### config.mk
export PLATFORM = sky130hd
export DESIGN_NAME = iofer_reporter
export DESIGN_NICKNAME = d
export VERILOG_FILES = /design/src/iofer_reporter.v
export VERILOG_INCLUDE_DIRS = /design/src
export SDC_FILE = /design/constraint.sdc
export NUM_CORES = 1
export LEC_CHECK = 0
export BUFFER_PORTS_ARGS = -buffer_cell sky130_fd_sc_hd__buf_4
export CAP_MARGIN = 40
export CORE_MARGIN = 8
export CORE_UTILIZATION = 49
export DETAILED_ROUTE_END_ITERATION = 8
export GPL_TIMING_DRIVEN = 0
export PLACE_DENSITY = 0.8
export REMOVE_ABC_BUFFERS = 1
export SLEW_MARGIN = 30
export SYNTH_ARGS = -nofsm -noshare
export SYNTH_HDL_FRONTEND = slang
export SYNTH_SLANG_ARGS = --single-unit
### constraint.sdc
create_clock -name mclk -period 3.3 [get_ports mclk]
set_input_delay 0.825 -clock mclk [delete_from_list [all_inputs] [get_ports mclk]]
set_output_delay 0.825 -clock mclk [all_outputs]
set_load 0.01 [all_outputs]
### src/iofer_consts.vh
/*
  Constants for the fault event reporter: fault code layouts, encodings,
  indicator values and the layout of the status words it writes out.
  Assumes inclusion by bare name from the reporter module.
*/
`ifndef IOFER_CONSTS_VH
`define IOFER_CONSTS_VH

// APB register byte offsets
`define IOFER_OFF_CTRL        12'h000
`define IOFER_OFF_FUNC_STATE  12'h004
`define IOFER_OFF_ENTRY_STATE 12'h008
`define IOFER_OFF_RESP        12'h00C
`define IOFER_OFF_FAULT_CODE  12'h010
`define IOFER_OFF_EVT_COUNT   12'h014

// Control bits
`define IOFER_CTRL_CMPL_MASK  0
`define IOFER_CTRL_RESET      32'h0000_0001

// Function state values
`define IOFER_FS_DONE         4'h0
`define IOFER_FS_IDLE         4'hF
`define IOFER_LVL_CONTEXT     2'h1
`define IOFER_LVL_PROCESS     2'h2
`define IOFER_LVL_PROCESSOR   2'h3

// Transfer state values
`define IOFER_TS_NONE         2'h0
`define IOFER_TS_COUNT        2'h1
`define IOFER_TS_FORCED       2'h2
`define IOFER_TS_FAULT        2'h3
`define IOFER_NWIN            5

// Response indicator bit positions
`define IOFER_RSP_LOCAL       0
`define IOFER_RSP_GLOBAL      1
`define IOFER_RSP_ALARM       2
`define IOFER_RSP_RECONF      3
`define IOFER_RSP_DISPATCH    4

// General fault code: class bits [14:13] = 00, level [5:4], type [3:0]
`define IOFER_GEN_CLASS       2'h0
`define IOFER_TT_CLASS        2'h3

// Fault source selects (event codes on the fault port)
`define IOFER_F_MAP_ICD       6'h00
`define IOFER_F_MAP_VALID     6'h01
`define IOFER_F_MAP_DIR       6'h02
`define IOFER_F_MAP_LEN       6'h03
`define IOFER_F_MAP_OVL       6'h04
`define IOFER_F_MAP_BLK       6'h05
`define IOFER_F_MAP_OPND      6'h06
`define IOFER_F_MAP_FORCE     6'h07
`define IOFER_F_PSM_RIGHTS    6'h08
`define IOFER_F_PSM_ILLEGAL   6'h09
`define IOFER_F_DSP_ENQ       6'h0A
`define IOFER_F_DSP_RIGHTS    6'h0B
`define IOFER_F_CPY_DELETE    6'h0C
`define IOFER_F_UNL_ID        6'h0D
`define IOFER_F_LCK_RIGHTS    6'h0E
`define IOFER_F_ENT_RANGE     6'h0F
`define IOFER_F_ENT_READ      6'h10
`define IOFER_F_SUR_CARRIER   6'h11
`define IOFER_F_SUR_PORT      6'h12
`define IOFER_F_STP_RIGHTS    6'h13
`define IOFER_F_STP_LOCK      6'h14
`define IOFER_F_STP_TT_PAS    6'h15
`define IOFER_F_STP_TT_COMM   6'h16
`define IOFER_F_INI_LOCK      6'h17
`define IOFER_F_INI_MASK      6'h18
`define IOFER_F_BND_LOCK      6'h19
`define IOFER_F_BND_TT        6'h1A
`define IOFER_F_TYP_SRC       6'h1B
`define IOFER_F_TYP_OTE       6'h1C

// Six bit general encodings (level, type)
`define IOFER_E_MAP_ICD       6'h04
`define IOFER_E_MAP_VALID     6'h05
`define IOFER_E_MAP_DIR       6'h06
`define IOFER_E_MAP_LEN       6'h07
`define IOFER_E_MAP_OVL       6'h08
`define IOFER_E_MAP_BLK       6'h09
`define IOFER_E_MAP_OPND      6'h0A
`define IOFER_E_MAP_FORCE     6'h0B
`define IOFER_E_ILLEGAL       6'h0C
`define IOFER_E_RIGHTS_CTX    6'h0D
`define IOFER_E_ENQUEUED      6'h0E
`define IOFER_E_DELETE        6'h13
`define IOFER_E_SRC_INVALID   6'h15
`define IOFER_E_RIGHTS        6'h16
`define IOFER_E_LOCK_ID       6'h19
`define IOFER_E_OBJ_LOCK      6'h31
`define IOFER_E_BASE_MASK     6'h38

// Eight bit type test encodings: D, Q, PP, KKKKK in low byte
`define IOFER_T_PROC          8'h06
`define IOFER_T_COMM          8'h0A
`define IOFER_T_CARRIER       8'h08
`define IOFER_T_OTE           8'h17

`endif

### src/iofer_reporter.v
/*
  Fault code generation and event reporting for the interface processor.
  Records each event in status words visible to the attached host
  processor and then pulses one interrupt line. Assumes event strobes
  come from logic on mclk; the host reads status over APB (the control
  window) and clears indicator fields by writing ones.
*/
// Decided for this implementation: the register offsets and the APB interface to the registers.
// Notes on behaviour
// - Record event, then pulse interrupt once
// - Every event handled alike, even back-to-back; the code merges events that arrive before the commit into one report
// - Normal completion reads 0000, maskable
// - Fault level 01 context, 10 process, 11 processor
// - Transfer state 01 count, 10 forced, 11 fault
// - Local/global message response indicators set
// - Alarm, reconfiguration, dispatch indicators set
// - Map operator fault codes 00 0100 to 00 1011
// - Mode-setting: rights 00 1101, illegal 00 1100
// - Dispatch: enqueued 00 1110, rights 00 1101
// - Copy without delete rights: 01 0011
// - Unlock mismatch 01 1001, rights 01 0110
// - Enter segment: range 01 0101, read 01 0110
// - Surrogate: carrier 01 0101, port 01 0110
// - Send-to-processor rights, lock, type-test codes
// - Init: lock 11 0001, base/mask 11 1000
// - Binding: lock 11 0001, carrier type 00001000
// - Type retrieval: 01 0101, type-test 00010111
// - General code: two-bit level, four-bit type
// - Type-test code: D, Q, class, expected value
`timescale 1ns/1ns
`include "iofer_consts.vh"

module iofer_reporter (
  // Clock and reset
  input  wire        mclk,
  input  wire        nrst,
  // APB slave
  input  wire        psel,
  input  wire        penable,
  input  wire        pwrite,
  input  wire [11:0] paddr,
  input  wire [31:0] pwdata,
  output wire        pready,
  output wire        pslverr,
  output reg  [31:0] prdata,
  // Event inputs from processor logic
  input  wire        func_done,
  input  wire        fault_valid,
  input  wire [5:0]  fault_sel,
  input  wire        xfer_valid,
  input  wire [2:0]  xfer_win,
  input  wire [1:0]  xfer_kind,
  input  wire        rsp_valid,
  input  wire [4:0]  rsp_bits,
  // Interrupt to attached host processor
  output reg         host_irq
);

  localparam ST_IDLE  = 2'h0;
  localparam ST_WRITE = 2'h1;
  localparam ST_PULSE = 2'h2;

  reg  [1:0]  state_q;
  reg  [1:0]  state_d;
  reg  [3:0]  func_state_q;
  reg  [9:0]  entry_state_q;
  reg  [4:0]  resp_q;
  reg  [15:0] fault_code_q;
  reg  [15:0] evt_count_q;
  reg         cmpl_mask_q;
  reg         pend_done_q;
  reg         pend_fault_q;
  reg  [15:0] pend_code_q;
  reg         pend_xfer_q;
  reg  [2:0]  pend_win_q;
  reg  [1:0]  pend_kind_q;
  reg         pend_rsp_q;
  reg  [4:0]  pend_bits_q;
  reg  [15:0] code_d;

  wire wr_en = psel & penable & pwrite;
  wire rd_hit;
  wire commit  = (state_q == ST_WRITE);
  // Code level 00 must not read as 0000, the normal completion value
  wire [1:0] fault_lvl = (pend_code_q[5:4] == 2'h0) ? `IOFER_LVL_CONTEXT :
                         ((pend_code_q[5:4] == 2'h3) ? `IOFER_LVL_PROCESSOR :
                          `IOFER_LVL_PROCESS);

  assign pready  = 1'b1;
  assign rd_hit  = (paddr == `IOFER_OFF_CTRL) | (paddr == `IOFER_OFF_FUNC_STATE) |
                   (paddr == `IOFER_OFF_ENTRY_STATE) | (paddr == `IOFER_OFF_RESP) |
                   (paddr == `IOFER_OFF_FAULT_CODE) | (paddr == `IOFER_OFF_EVT_COUNT);
  assign pslverr = psel & penable & ~rd_hit;

  always @* begin
    code_d = 16'h0000;
    case (fault_sel)
      `IOFER_F_MAP_ICD:     code_d = {10'h000, `IOFER_E_MAP_ICD};
      `IOFER_F_MAP_VALID:   code_d = {10'h000, `IOFER_E_MAP_VALID};
      `IOFER_F_MAP_DIR:     code_d = {10'h000, `IOFER_E_MAP_DIR};
      `IOFER_F_MAP_LEN:     code_d = {10'h000, `IOFER_E_MAP_LEN};
      `IOFER_F_MAP_OVL:     code_d = {10'h000, `IOFER_E_MAP_OVL};
      `IOFER_F_MAP_BLK:     code_d = {10'h000, `IOFER_E_MAP_BLK};
      `IOFER_F_MAP_OPND:    code_d = {10'h000, `IOFER_E_MAP_OPND};
      `IOFER_F_MAP_FORCE:   code_d = {10'h000, `IOFER_E_MAP_FORCE};
      `IOFER_F_PSM_RIGHTS:  code_d = {10'h000, `IOFER_E_RIGHTS_CTX};
      `IOFER_F_PSM_ILLEGAL: code_d = {10'h000, `IOFER_E_ILLEGAL};
      `IOFER_F_DSP_ENQ:     code_d = {10'h000, `IOFER_E_ENQUEUED};
      `IOFER_F_DSP_RIGHTS:  code_d = {10'h000, `IOFER_E_RIGHTS_CTX};
      `IOFER_F_CPY_DELETE:  code_d = {10'h000, `IOFER_E_DELETE};
      `IOFER_F_UNL_ID:      code_d = {10'h000, `IOFER_E_LOCK_ID};
      `IOFER_F_LCK_RIGHTS:  code_d = {10'h000, `IOFER_E_RIGHTS};
      `IOFER_F_ENT_RANGE:   code_d = {10'h000, `IOFER_E_SRC_INVALID};
      `IOFER_F_ENT_READ:    code_d = {10'h000, `IOFER_E_RIGHTS};
      `IOFER_F_SUR_CARRIER: code_d = {10'h000, `IOFER_E_SRC_INVALID};
      `IOFER_F_SUR_PORT:    code_d = {10'h000, `IOFER_E_RIGHTS};
      `IOFER_F_STP_RIGHTS:  code_d = {10'h000, `IOFER_E_RIGHTS};
      `IOFER_F_STP_LOCK:    code_d = {10'h000, `IOFER_E_LOCK_ID};
      `IOFER_F_STP_TT_PAS:  code_d = {1'b0, `IOFER_TT_CLASS, 5'h00, `IOFER_T_PROC};
      `IOFER_F_STP_TT_COMM: code_d = {1'b0, `IOFER_TT_CLASS, 5'h00, `IOFER_T_COMM};
      `IOFER_F_INI_LOCK:    code_d = {10'h000, `IOFER_E_OBJ_LOCK};
      `IOFER_F_INI_MASK:    code_d = {10'h000, `IOFER_E_BASE_MASK};
      `IOFER_F_BND_LOCK:    code_d = {10'h000, `IOFER_E_OBJ_LOCK};
      `IOFER_F_BND_TT:      code_d = {1'b0, `IOFER_TT_CLASS, 5'h00, `IOFER_T_CARRIER};
      `IOFER_F_TYP_SRC:     code_d = {10'h000, `IOFER_E_SRC_INVALID};
      `IOFER_F_TYP_OTE:     code_d = {1'b0, `IOFER_TT_CLASS, 5'h00, `IOFER_T_OTE};
      default:              code_d = 16'h0000;
    endcase
  end

  // capture every event except completions while cmpl_mask_q is set, merging arrivals while busy
  always @(posedge mclk) begin
    if (!nrst) begin
      pend_done_q  <= 1'b0;
      pend_fault_q <= 1'b0;
      pend_code_q  <= 16'h0000;
      pend_xfer_q  <= 1'b0;
      pend_win_q   <= 3'h0;
      pend_kind_q  <= 2'h0;
      pend_rsp_q   <= 1'b0;
      pend_bits_q  <= 5'h00;
    end else begin
      pend_done_q  <= (pend_done_q & ~commit) | (func_done & ~cmpl_mask_q) |
                      (func_done & cmpl_mask_q & 1'b0);
      pend_fault_q <= (pend_fault_q & ~commit) | fault_valid;
      pend_xfer_q  <= (pend_xfer_q & ~commit) | xfer_valid;
      pend_rsp_q   <= (pend_rsp_q & ~commit) | rsp_valid;
      if (fault_valid)
        pend_code_q <= code_d;
      if (xfer_valid) begin
        pend_win_q  <= xfer_win;
        pend_kind_q <= xfer_kind;
      end
      if (rsp_valid)
        pend_bits_q <= (commit ? 5'h00 : pend_bits_q) | rsp_bits;
      else if (commit)
        pend_bits_q <= 5'h00;
    end
  end

  // Sequencer: write indicators, then pulse
  always @* begin
    state_d = state_q;
    case (state_q)
      ST_IDLE:  if (pend_done_q | pend_fault_q | pend_xfer_q | pend_rsp_q) state_d = ST_WRITE;
      ST_WRITE: state_d = ST_PULSE;
      // Passing through idle holds host_irq low two cycles between pulses, keeping each one distinct
      ST_PULSE: state_d = ST_IDLE;
      default:  state_d = ST_IDLE;
    endcase
  end

  always @(posedge mclk) begin
    if (!nrst) begin
      state_q  <= ST_IDLE;
      host_irq <= 1'b0;
    end else begin
      state_q  <= state_d;
      host_irq <= commit;
    end
  end

  // Status words; host write of ones clears function state and response indicators, hardware set wins
  always @(posedge mclk) begin
    if (!nrst) begin
      func_state_q  <= `IOFER_FS_IDLE;
      entry_state_q <= 10'h000;
      resp_q        <= 5'h00;
      fault_code_q  <= 16'h0000;
      evt_count_q   <= 16'h0000;
      cmpl_mask_q   <= 1'b0;
    end else begin
      if (wr_en && paddr == `IOFER_OFF_CTRL)
        cmpl_mask_q <= pwdata[`IOFER_CTRL_CMPL_MASK];
      if (commit && pend_fault_q) begin
        func_state_q <= {2'h0, fault_lvl};
        fault_code_q <= pend_code_q;
      end else if (commit && pend_done_q)
        func_state_q <= `IOFER_FS_DONE;
      else if (wr_en && paddr == `IOFER_OFF_FUNC_STATE && pwdata[0])
        func_state_q <= `IOFER_FS_IDLE;
      resp_q <= (resp_q & ~((wr_en && paddr == `IOFER_OFF_RESP) ? pwdata[4:0] : 5'h00))
                | ((commit && pend_rsp_q) ? pend_bits_q : 5'h00);
      if (commit)
        evt_count_q <= evt_count_q + 16'h0001;
    end
  end

  genvar w;
  generate
    for (w = 0; w < `IOFER_NWIN; w = w + 1) begin : g_win
      wire hit  = commit & pend_xfer_q & (pend_win_q == w) &
                  ((pend_kind_q == `IOFER_TS_FAULT) | (w == 0));
      wire clr  = wr_en & (paddr == `IOFER_OFF_ENTRY_STATE) & (|pwdata[2*w+1:2*w]);
      always @(posedge mclk) begin
        if (!nrst)
          entry_state_q[2*w+1:2*w] <= `IOFER_TS_NONE;
        else if (hit)
          entry_state_q[2*w+1:2*w] <= pend_kind_q;
        else if (clr)
          entry_state_q[2*w+1:2*w] <= `IOFER_TS_NONE;
      end
    end
  endgenerate

  always @* begin
    prdata = 32'h0000_0000;
    case (paddr)
      `IOFER_OFF_CTRL:        prdata = {31'h0, cmpl_mask_q};
      `IOFER_OFF_FUNC_STATE:  prdata = {28'h0, func_state_q};
      `IOFER_OFF_ENTRY_STATE: prdata = {22'h0, entry_state_q};
      `IOFER_OFF_RESP:        prdata = {27'h0, resp_q};
      `IOFER_OFF_FAULT_CODE:  prdata = {16'h0, fault_code_q};
      `IOFER_OFF_EVT_COUNT:   prdata = {16'h0, evt_count_q};
      default:                prdata = 32'h0000_0000;
    endcase
  end

endmodule

==> results.md, run 1 <==
- Final count of hold timing violations: 0
- CTS tree: done
- Total number of vias: 2,515
- Peak Freq: 317.3 MHz
- Clock transition at the registers of the reported paths: 0.08 ns
- FF+latch count, synth: 51
- Peak VDD IR: 0.2610 mV
- Worst Path Max Fanout: 10
- Worst setup EP type: output port
- Initial antenna violation count: 0
- Leak: 1.343 nW
- Area Overhead vs Synth: 17.30%
- Power Internal: 0.0008615 W
- DRT Wirelength: 6557 µm
- Critical Path RT: 2.47 ns
- GR Util All Layers: 15.27%
- Hold WC Path Type: reg -> reg
- Largest cells by area after synthesis: dfxtp_1 37%, nand2_1 5.0%, nor2_1 4.7%, buf_4 4.6%, a21oi_1 3.6%
- Fin crit period: 3.152 ns
- Root buf cell: clkbuf_8
- # nets final: 459
- Post-route cell area: 3274 µm²
- Port bufs: 54
- EDFF count, synth: 0
- Crit path launch type: input pin
- RePlAce Congestion: 0.7820
- Synthesized area: 2791 µm²
- Switching Fraction: 26.32%
- Logic pwr share: 14.3%
- Antenna Cells: 0
- Gate Count Post-Synth: 340
- WP data arrival: 2.33 ns
- Initial drt markers: 163
- Ys Warns: 20
- Die W: 91.48 µm
- Outcome: complete, no violations
- Period Utilization, post-route: 95.52%
- Clock power frac: 29.5%
- Post-place instance area: 3147 µm²
- Least-Margin Pin Slew: 0.6633 ns
- Cell Pwr Density: 357.1 nW/µm²
- Core Area: 5507 µm²
- DRC Markers: 0
- CTS max path bufs: 2
- WL/cell: 14.35 µm
- Via density: 5.503
- Final Skew: 0.004159 ns
- Total I/O pin count: 104
- Clock Sinks: 51
- Vias in the first global route: 2,393
- Initial Util: 50.69%
- Mean post-synth cell area: 8.210 µm²
- Worst Reg-to-Reg Cells: 4
- Unrepaired setup endpoints after global routing: false
- Die area: 8368 µm²
- Slew HR: 55.71%
- Post-synth cell types: 54
- First-pass GRT wire length: 10,720 µm
- DRT Pass-1 Iters: 4
- Detail Route Antenna Nets: 0
- Site Rows: 27
- Largest net degree at the start of global routing: 41
- Count leader, synth: dfxtp_1
- Die H: 91.48 µm
- H-Tree Depth: 2
- Psw: 0.0003077 W
- Total gr overflow: 0
- Post-DP HPWL: 4874 µm
- Num CTS Buffers: 5
- Slew Limit Fails: 0
- Leading area contributor after synthesis: dfxtp_1
- Max cap viols: 0
- Commonest cells post-synth: 51 x dfxtp_1, 37 x nand2_1, 35 x nor2_1
- Worst Path Class, Setup: in -> out
- Post-synth top area share: 36.58%
- Fill count: 503
- Synth async-reset ratio: 0%
- WHS: 0.4446 ns
- Final number of setup-violating endpoints: 0
- Commonest register cell after synthesis: dfxtp_1
- Cell depth of the worst hold path: 2
- Sequential fraction of design power: 56.2%
- Layout cells sized above 1: 19.74%
- Register area share after synthesis: 36.58%
- Clk_lat worst skew: 0.30 ns
-- cell usage in the layout, fill, tap and decap left out, types with 10 or more instances in the layout --
cell type   n
a21oi_1    20
nand2_1    37
and2_1     10
buf_4      56
conb_1     17
dfxtp_1    51
nor2_1     35
nand3_1    20
-- power by group through the flow --
stage,sequential [W],clock [W],combinational [W]
after global placement,0.000670,0,0.000157
after CTS,0.000656,0.000353,0.000162
after floorplan,0.000666,0,0.0000901
final,0.000657,0.000345,0.000167
after detailed placement,0.000671,0,0.000160
after global routing,0.000661,0.000379,0.000185
-- area by class of cell --
type	count	area (µm²)	share of cell area, %
Sequential cell	51	1021	31.18
Clock buffer	7	76.32	2.331
Timing Repair Buffer	57	427.9	13.07
Tap cell	72	90.09	2.751
Multi-Input combinational cell	259	1617	49.37
Clock inverter	1	5.005	0.1528
Inverter	10	37.54	1.146
-- worst paths after layout --
path | from | end | slack, ns
worst max-delay path | paddr[9] | prdata[1] | 0.15
worst min register to register | pend_bits_q[4] | resp_q[4] | 0.44
worst max register to register | evt_count_q[3] | evt_count_q[15] | 1.52
worst min-delay path | pend_bits_q[4] | resp_q[4] | 0.44
-- sequential cells by signal, summed over array words and instances, names as in the netlist, 2 cells and up --
signal,cells
resp_q,5
pend_code_q,7
state_q,2
evt_count_q,16
func_state_q,3
pend_bits_q,5
fault_code_q,7
-- stage by stage --
stage | std cells | TNS [ns] | setup slack [ns] | power (W) | utilization [%]
floorplan | 320 | 0 | 0.2520 | 0.0007557 | -
global placement | 446 | -4.339 | -0.3595 | 0.0008268 | 57.15
detailed placement | 446 | -4.697 | -0.3820 | 0.0008306 | 57.15
CTS | 456 | 0 | 0.07652 | 0.001171 | 59.01
global route | 457 | 0 | 0.005151 | 0.001226 | 59.46
finish | 457 | 0 | 0.1480 | 0.001169 | 59.46
-- what timing repair did --
| action | 4_1_cts | 5_1_grt |
|---|---|---|
| pin swaps | 1 | 0 |
| buffers inserted | 2 | 0 |
| endpoints found under the setup margin | 15 | 15 |
| gates resized for setup | 1 | 2 |
| hold buffers | 0 | 0 |
-- logic make-up (layout without fill, tap and decap cells) --
| family | Yosys count | after routing | share of synthesized area (%) |
|---|---|---|---|
| buffers and inverters | 45 | 75 | 8.382 |
| other | 2 | 17 | 0.2690 |
| and+or+nand+nor | 149 | 149 | 28.78 |
| muxes | 8 | 8 | 3.048 |
| AOI/OAI and AO/OA | 68 | 68 | 16.81 |
| DFF | 51 | 51 | 36.58 |
| adders and majority gates | 6 | 6 | 2.689 |
| xor gates and xnor gates | 11 | 11 | 3.451 |
-- per-layer routing --
layer	part of all wire [%]	wire (µm)	track usage (%)	vias up
met1	44	2899	18.78	1176
met5	0	0	0	-
met3	5.8	383	3.868	8
li1	-	-	-	1257
met2	49	3192	25.09	74
met4	1.3	82	5.457	0
-- critical path, stage by stage --
cell	delay (ns)
buf_4	0.11
nor3_1	0.40
nand4_4	0.26
nor3b_4	0.25
buf_4	0.18
a221o_1	0.18
buf_4	0.13
No activity file was read; power rests on OpenSTA's default activity.
==> run 2: changes to the inputs <==
--- a/config.mk
+++ b/config.mk
@@ -14,6 +14,7 @@
 export GPL_TIMING_DRIVEN = 0
 export PLACE_DENSITY = 0.8
 export REMOVE_ABC_BUFFERS = 1
+export SETUP_SLACK_MARGIN = 0.2
 export SLEW_MARGIN = 30
 export SYNTH_ARGS = -nofsm -noshare
 export SYNTH_HDL_FRONTEND = slang
==> run 2 against run 1 <==
Utilization increased by 0.48 points. Non-clock buffer count increased by 2. Clock skew about the same. Critical path depth unchanged. Flip-flop and latch count unchanged. Sequential share of layout area decreased by 0.25 points. Final area increased by 0.80%. Die area unchanged. Clock power about the same. Via count decreased by 0.80%. Register-to-register slack about the same. Critical endpoint unchanged.
==> results.md, run 2 (same netlist as run 1, synthesis figures left out) <==
- Layout cells sized above 1: 20.93% (+1.2 points)
- Vias in the first global route: 2,395 (+0.084%)
- Final count of hold timing violations: 0 (unchanged)
- Die area: 8368 µm² (unchanged)
- Num CTS Buffers: 5 (unchanged)
- Die H: 91.48 µm (unchanged)
- H-Tree Depth: 2 (unchanged)
- Hold WC Path Type: reg -> reg
- Peak VDD IR: 0.2608 mV (about the same)
- DRT Pass-1 Iters: 4 (unchanged)
- Hold buffers post-CTS: 0 (unchanged)
- Max cap viols: 0 (unchanged)
- Cell Pwr Density: 354.8 nW/µm² (-0.65%)
- RePlAce Congestion: 0.7820 (unchanged)
- Via density: 5.436 (-1.2%)
- Top Registers: evt_count_q (16), fault_code_q (7), pend_code_q (7)
- Initial Util: 50.69% (unchanged)
- Detail Route Antenna Nets: 0 (unchanged)
- CTS max path bufs: 2 (unchanged)
- Period Utilization, post-route: 91.32% (-4.2 points)
- Unrepaired setup endpoints after global routing: true
- Slew Limit Fails: 0 (unchanged)
- Core Area: 5507 µm² (unchanged)
- RR Endpoint: evt_count_q[15]
- Beginning of the critical path: paddr[10]
- Worst Reg-to-Reg Cells: 4 (unchanged)
- Critical Path RT: 2.47 ns (about the same)
- Total number of vias: 2,495 (-0.80%)
- Fin crit period: 3.014 ns (-0.1383 ns)
- CP cell instances: buf_4 -> nor4_4 -> nand4_4 -> nor3b_4 -> buf_4 -> a221o_1 -> buf_4
- Peak Freq: 331.8 MHz (+4.6%)
- Commonest non-fill, non-tap cells in the layout: 58 x buf_4, 51 x dfxtp_1, 37 x nand2_1, 35 x nor2_1
- Most common cell after layout, fill and taps aside: buf_4
- WL/cell: 14.39 µm (+0.26%)
- FF-to-FF Start: evt_count_q[3]
- Root buf cell: clkbuf_8
- Total gr overflow: 0 (unchanged)
- Worst setup EP type: output port
- WP data arrival: 2.19 ns (-0.14 ns)
- Worst Path Max Fanout: 7 (-3)
- Family with the most delay on the worst path: simple AND/OR/NAND/NOR gates
- DRT Wirelength: 6603 µm (+0.70%)
- End of the critical path: prdata[1]
- Port bufs: 54 (unchanged)
- Clock transition at the registers of the reported paths: 0.08 ns (about the same)
- GR Util All Layers: 15.27% (unchanged)
- First-pass GRT wire length: 10,720 µm (about the same)
- Fin Setup TNS: 0 ns (unchanged)
- Final number of setup-violating endpoints: 0 (unchanged)
- Initial antenna violation count: 0 (unchanged)
- Critical path's most frequent cell: buf_4
- Final Skew: 0.004400 ns (+0.0002416 ns)
- Initial drt markers: 131 (-20%)
- Reg2Reg Setup Slack: 1.52 ns (about the same)
- Worst path slowest cell: nor4_4
- Fill count: 497 (-1.2%)
- # nets final: 461 (+0.44%)
- Worst Path Class, Setup: in -> out
- Total power: 0.001171 W (+0.15%)
- Area Overhead vs Synth: 18.24%
- Outcome: complete, no violations
- Crit path launch type: input pin
- Largest net degree at the start of global routing: 41 (unchanged)
- CP bufs+invs: 3 (unchanged)
- Clk_lat worst skew: 0.30 ns (about the same)
- Site Rows: 27 (unchanged)
- Instance count on the critical path: 7 (unchanged)
- Max FFs per register: 16 (unchanged)
- Critical path's largest stage delay: 0.35 ns (-0.05 ns)
- Clock Sinks: 51 (unchanged)
- Die W: 91.48 µm (unchanged)
- Least-Margin Pin Slew: 0.6609 ns (-0.002441 ns)
- CTS tree: done
- Largest reg by FF count: evt_count_q
- Post-DP HPWL: 4874 µm (unchanged)
- Leak: 1.352 nW (+0.68%)
- DRC Markers: 0 (unchanged)
- Antenna Cells: 0 (unchanged)
- Total I/O pin count: 104 (unchanged)
- Slew HR: 55.88% (+0.16 points)
run 2: final cells by class:
cell class / count / area [µm²] / share of cell area [%]
timing repair buffer: 59 / 442.9 / 13.42
tap: 72 / 90.09 / 2.729
inverter: 10 / 37.54 / 1.137
clock buffer: 7 / 76.32 / 2.312
multi-input combinational: 259 / 1628 / 49.32
sequential: 51 / 1021 / 30.93
clock inverter: 1 / 5.005 / 0.1516
run 2: stage by stage:
stage	util (%)	hold slack, ns	instances	instance area, µm²	setup WS (ns)
global route	59.94	0.4712	459	3301	0.2242
finish	59.94	0.4460	459	3301	0.2863
floorplan	-	0.4165	320	2651	0.2520
CTS	59.28	0.4449	458	3264	0.2062
detailed placement	57.15	0.4296	446	3147	-0.3820
global placement	57.15	0.4291	446	3147	-0.3595
run 2: worst min path at each step:
stage | from | endpoint | cells past startpoint
2_1_floorplan | pend_bits_q[0] | resp_q[0] | 2
3_3_place_gp | pend_bits_q[4] | resp_q[4] | 2
3_5_place_dp | pend_bits_q[4] | resp_q[4] | 2
4_1_cts | pend_bits_q[4] | resp_q[4] | 2
5_1_grt | pend_bits_q[3] | resp_q[3] | 2
6_report | pend_bits_q[4] | resp_q[4] | 2
run 2: power by group:
group | leakage, nW | internal, W | switching [W]
clock | 0.0422 | 0.000149 | 0.000196
combinational | 0.895 | 0.0000749 | 0.0000938
sequential | 0.415 | 0.000638 | 0.0000192
total | 1.35 | 0.000862 | 0.000309
run 2: timing repair:
action	4_1_cts	5_1_grt
setup endpoints to repair	15	15
pin swaps	2	2
gates resized for setup	1	5
buffers inserted	4	0
run 2: metal layers:
metal  GRT usage, %  vias to the layer above  part of all wire, %
met5              0                        -                    0
met4          5.457                        0                 0.97
met3          3.868                        6                  4.7
met2          25.15                       57                   48
met1          18.73                     1167                   46
li1               -                     1265                    -
run 2: worst register-to-register path: stages, from the launching register on:
cell and delay, ns:
dfxtp_1 0.49, nand4_4 0.16, or4_4 0.57, or3_1 0.35
a21oi_1 0.14
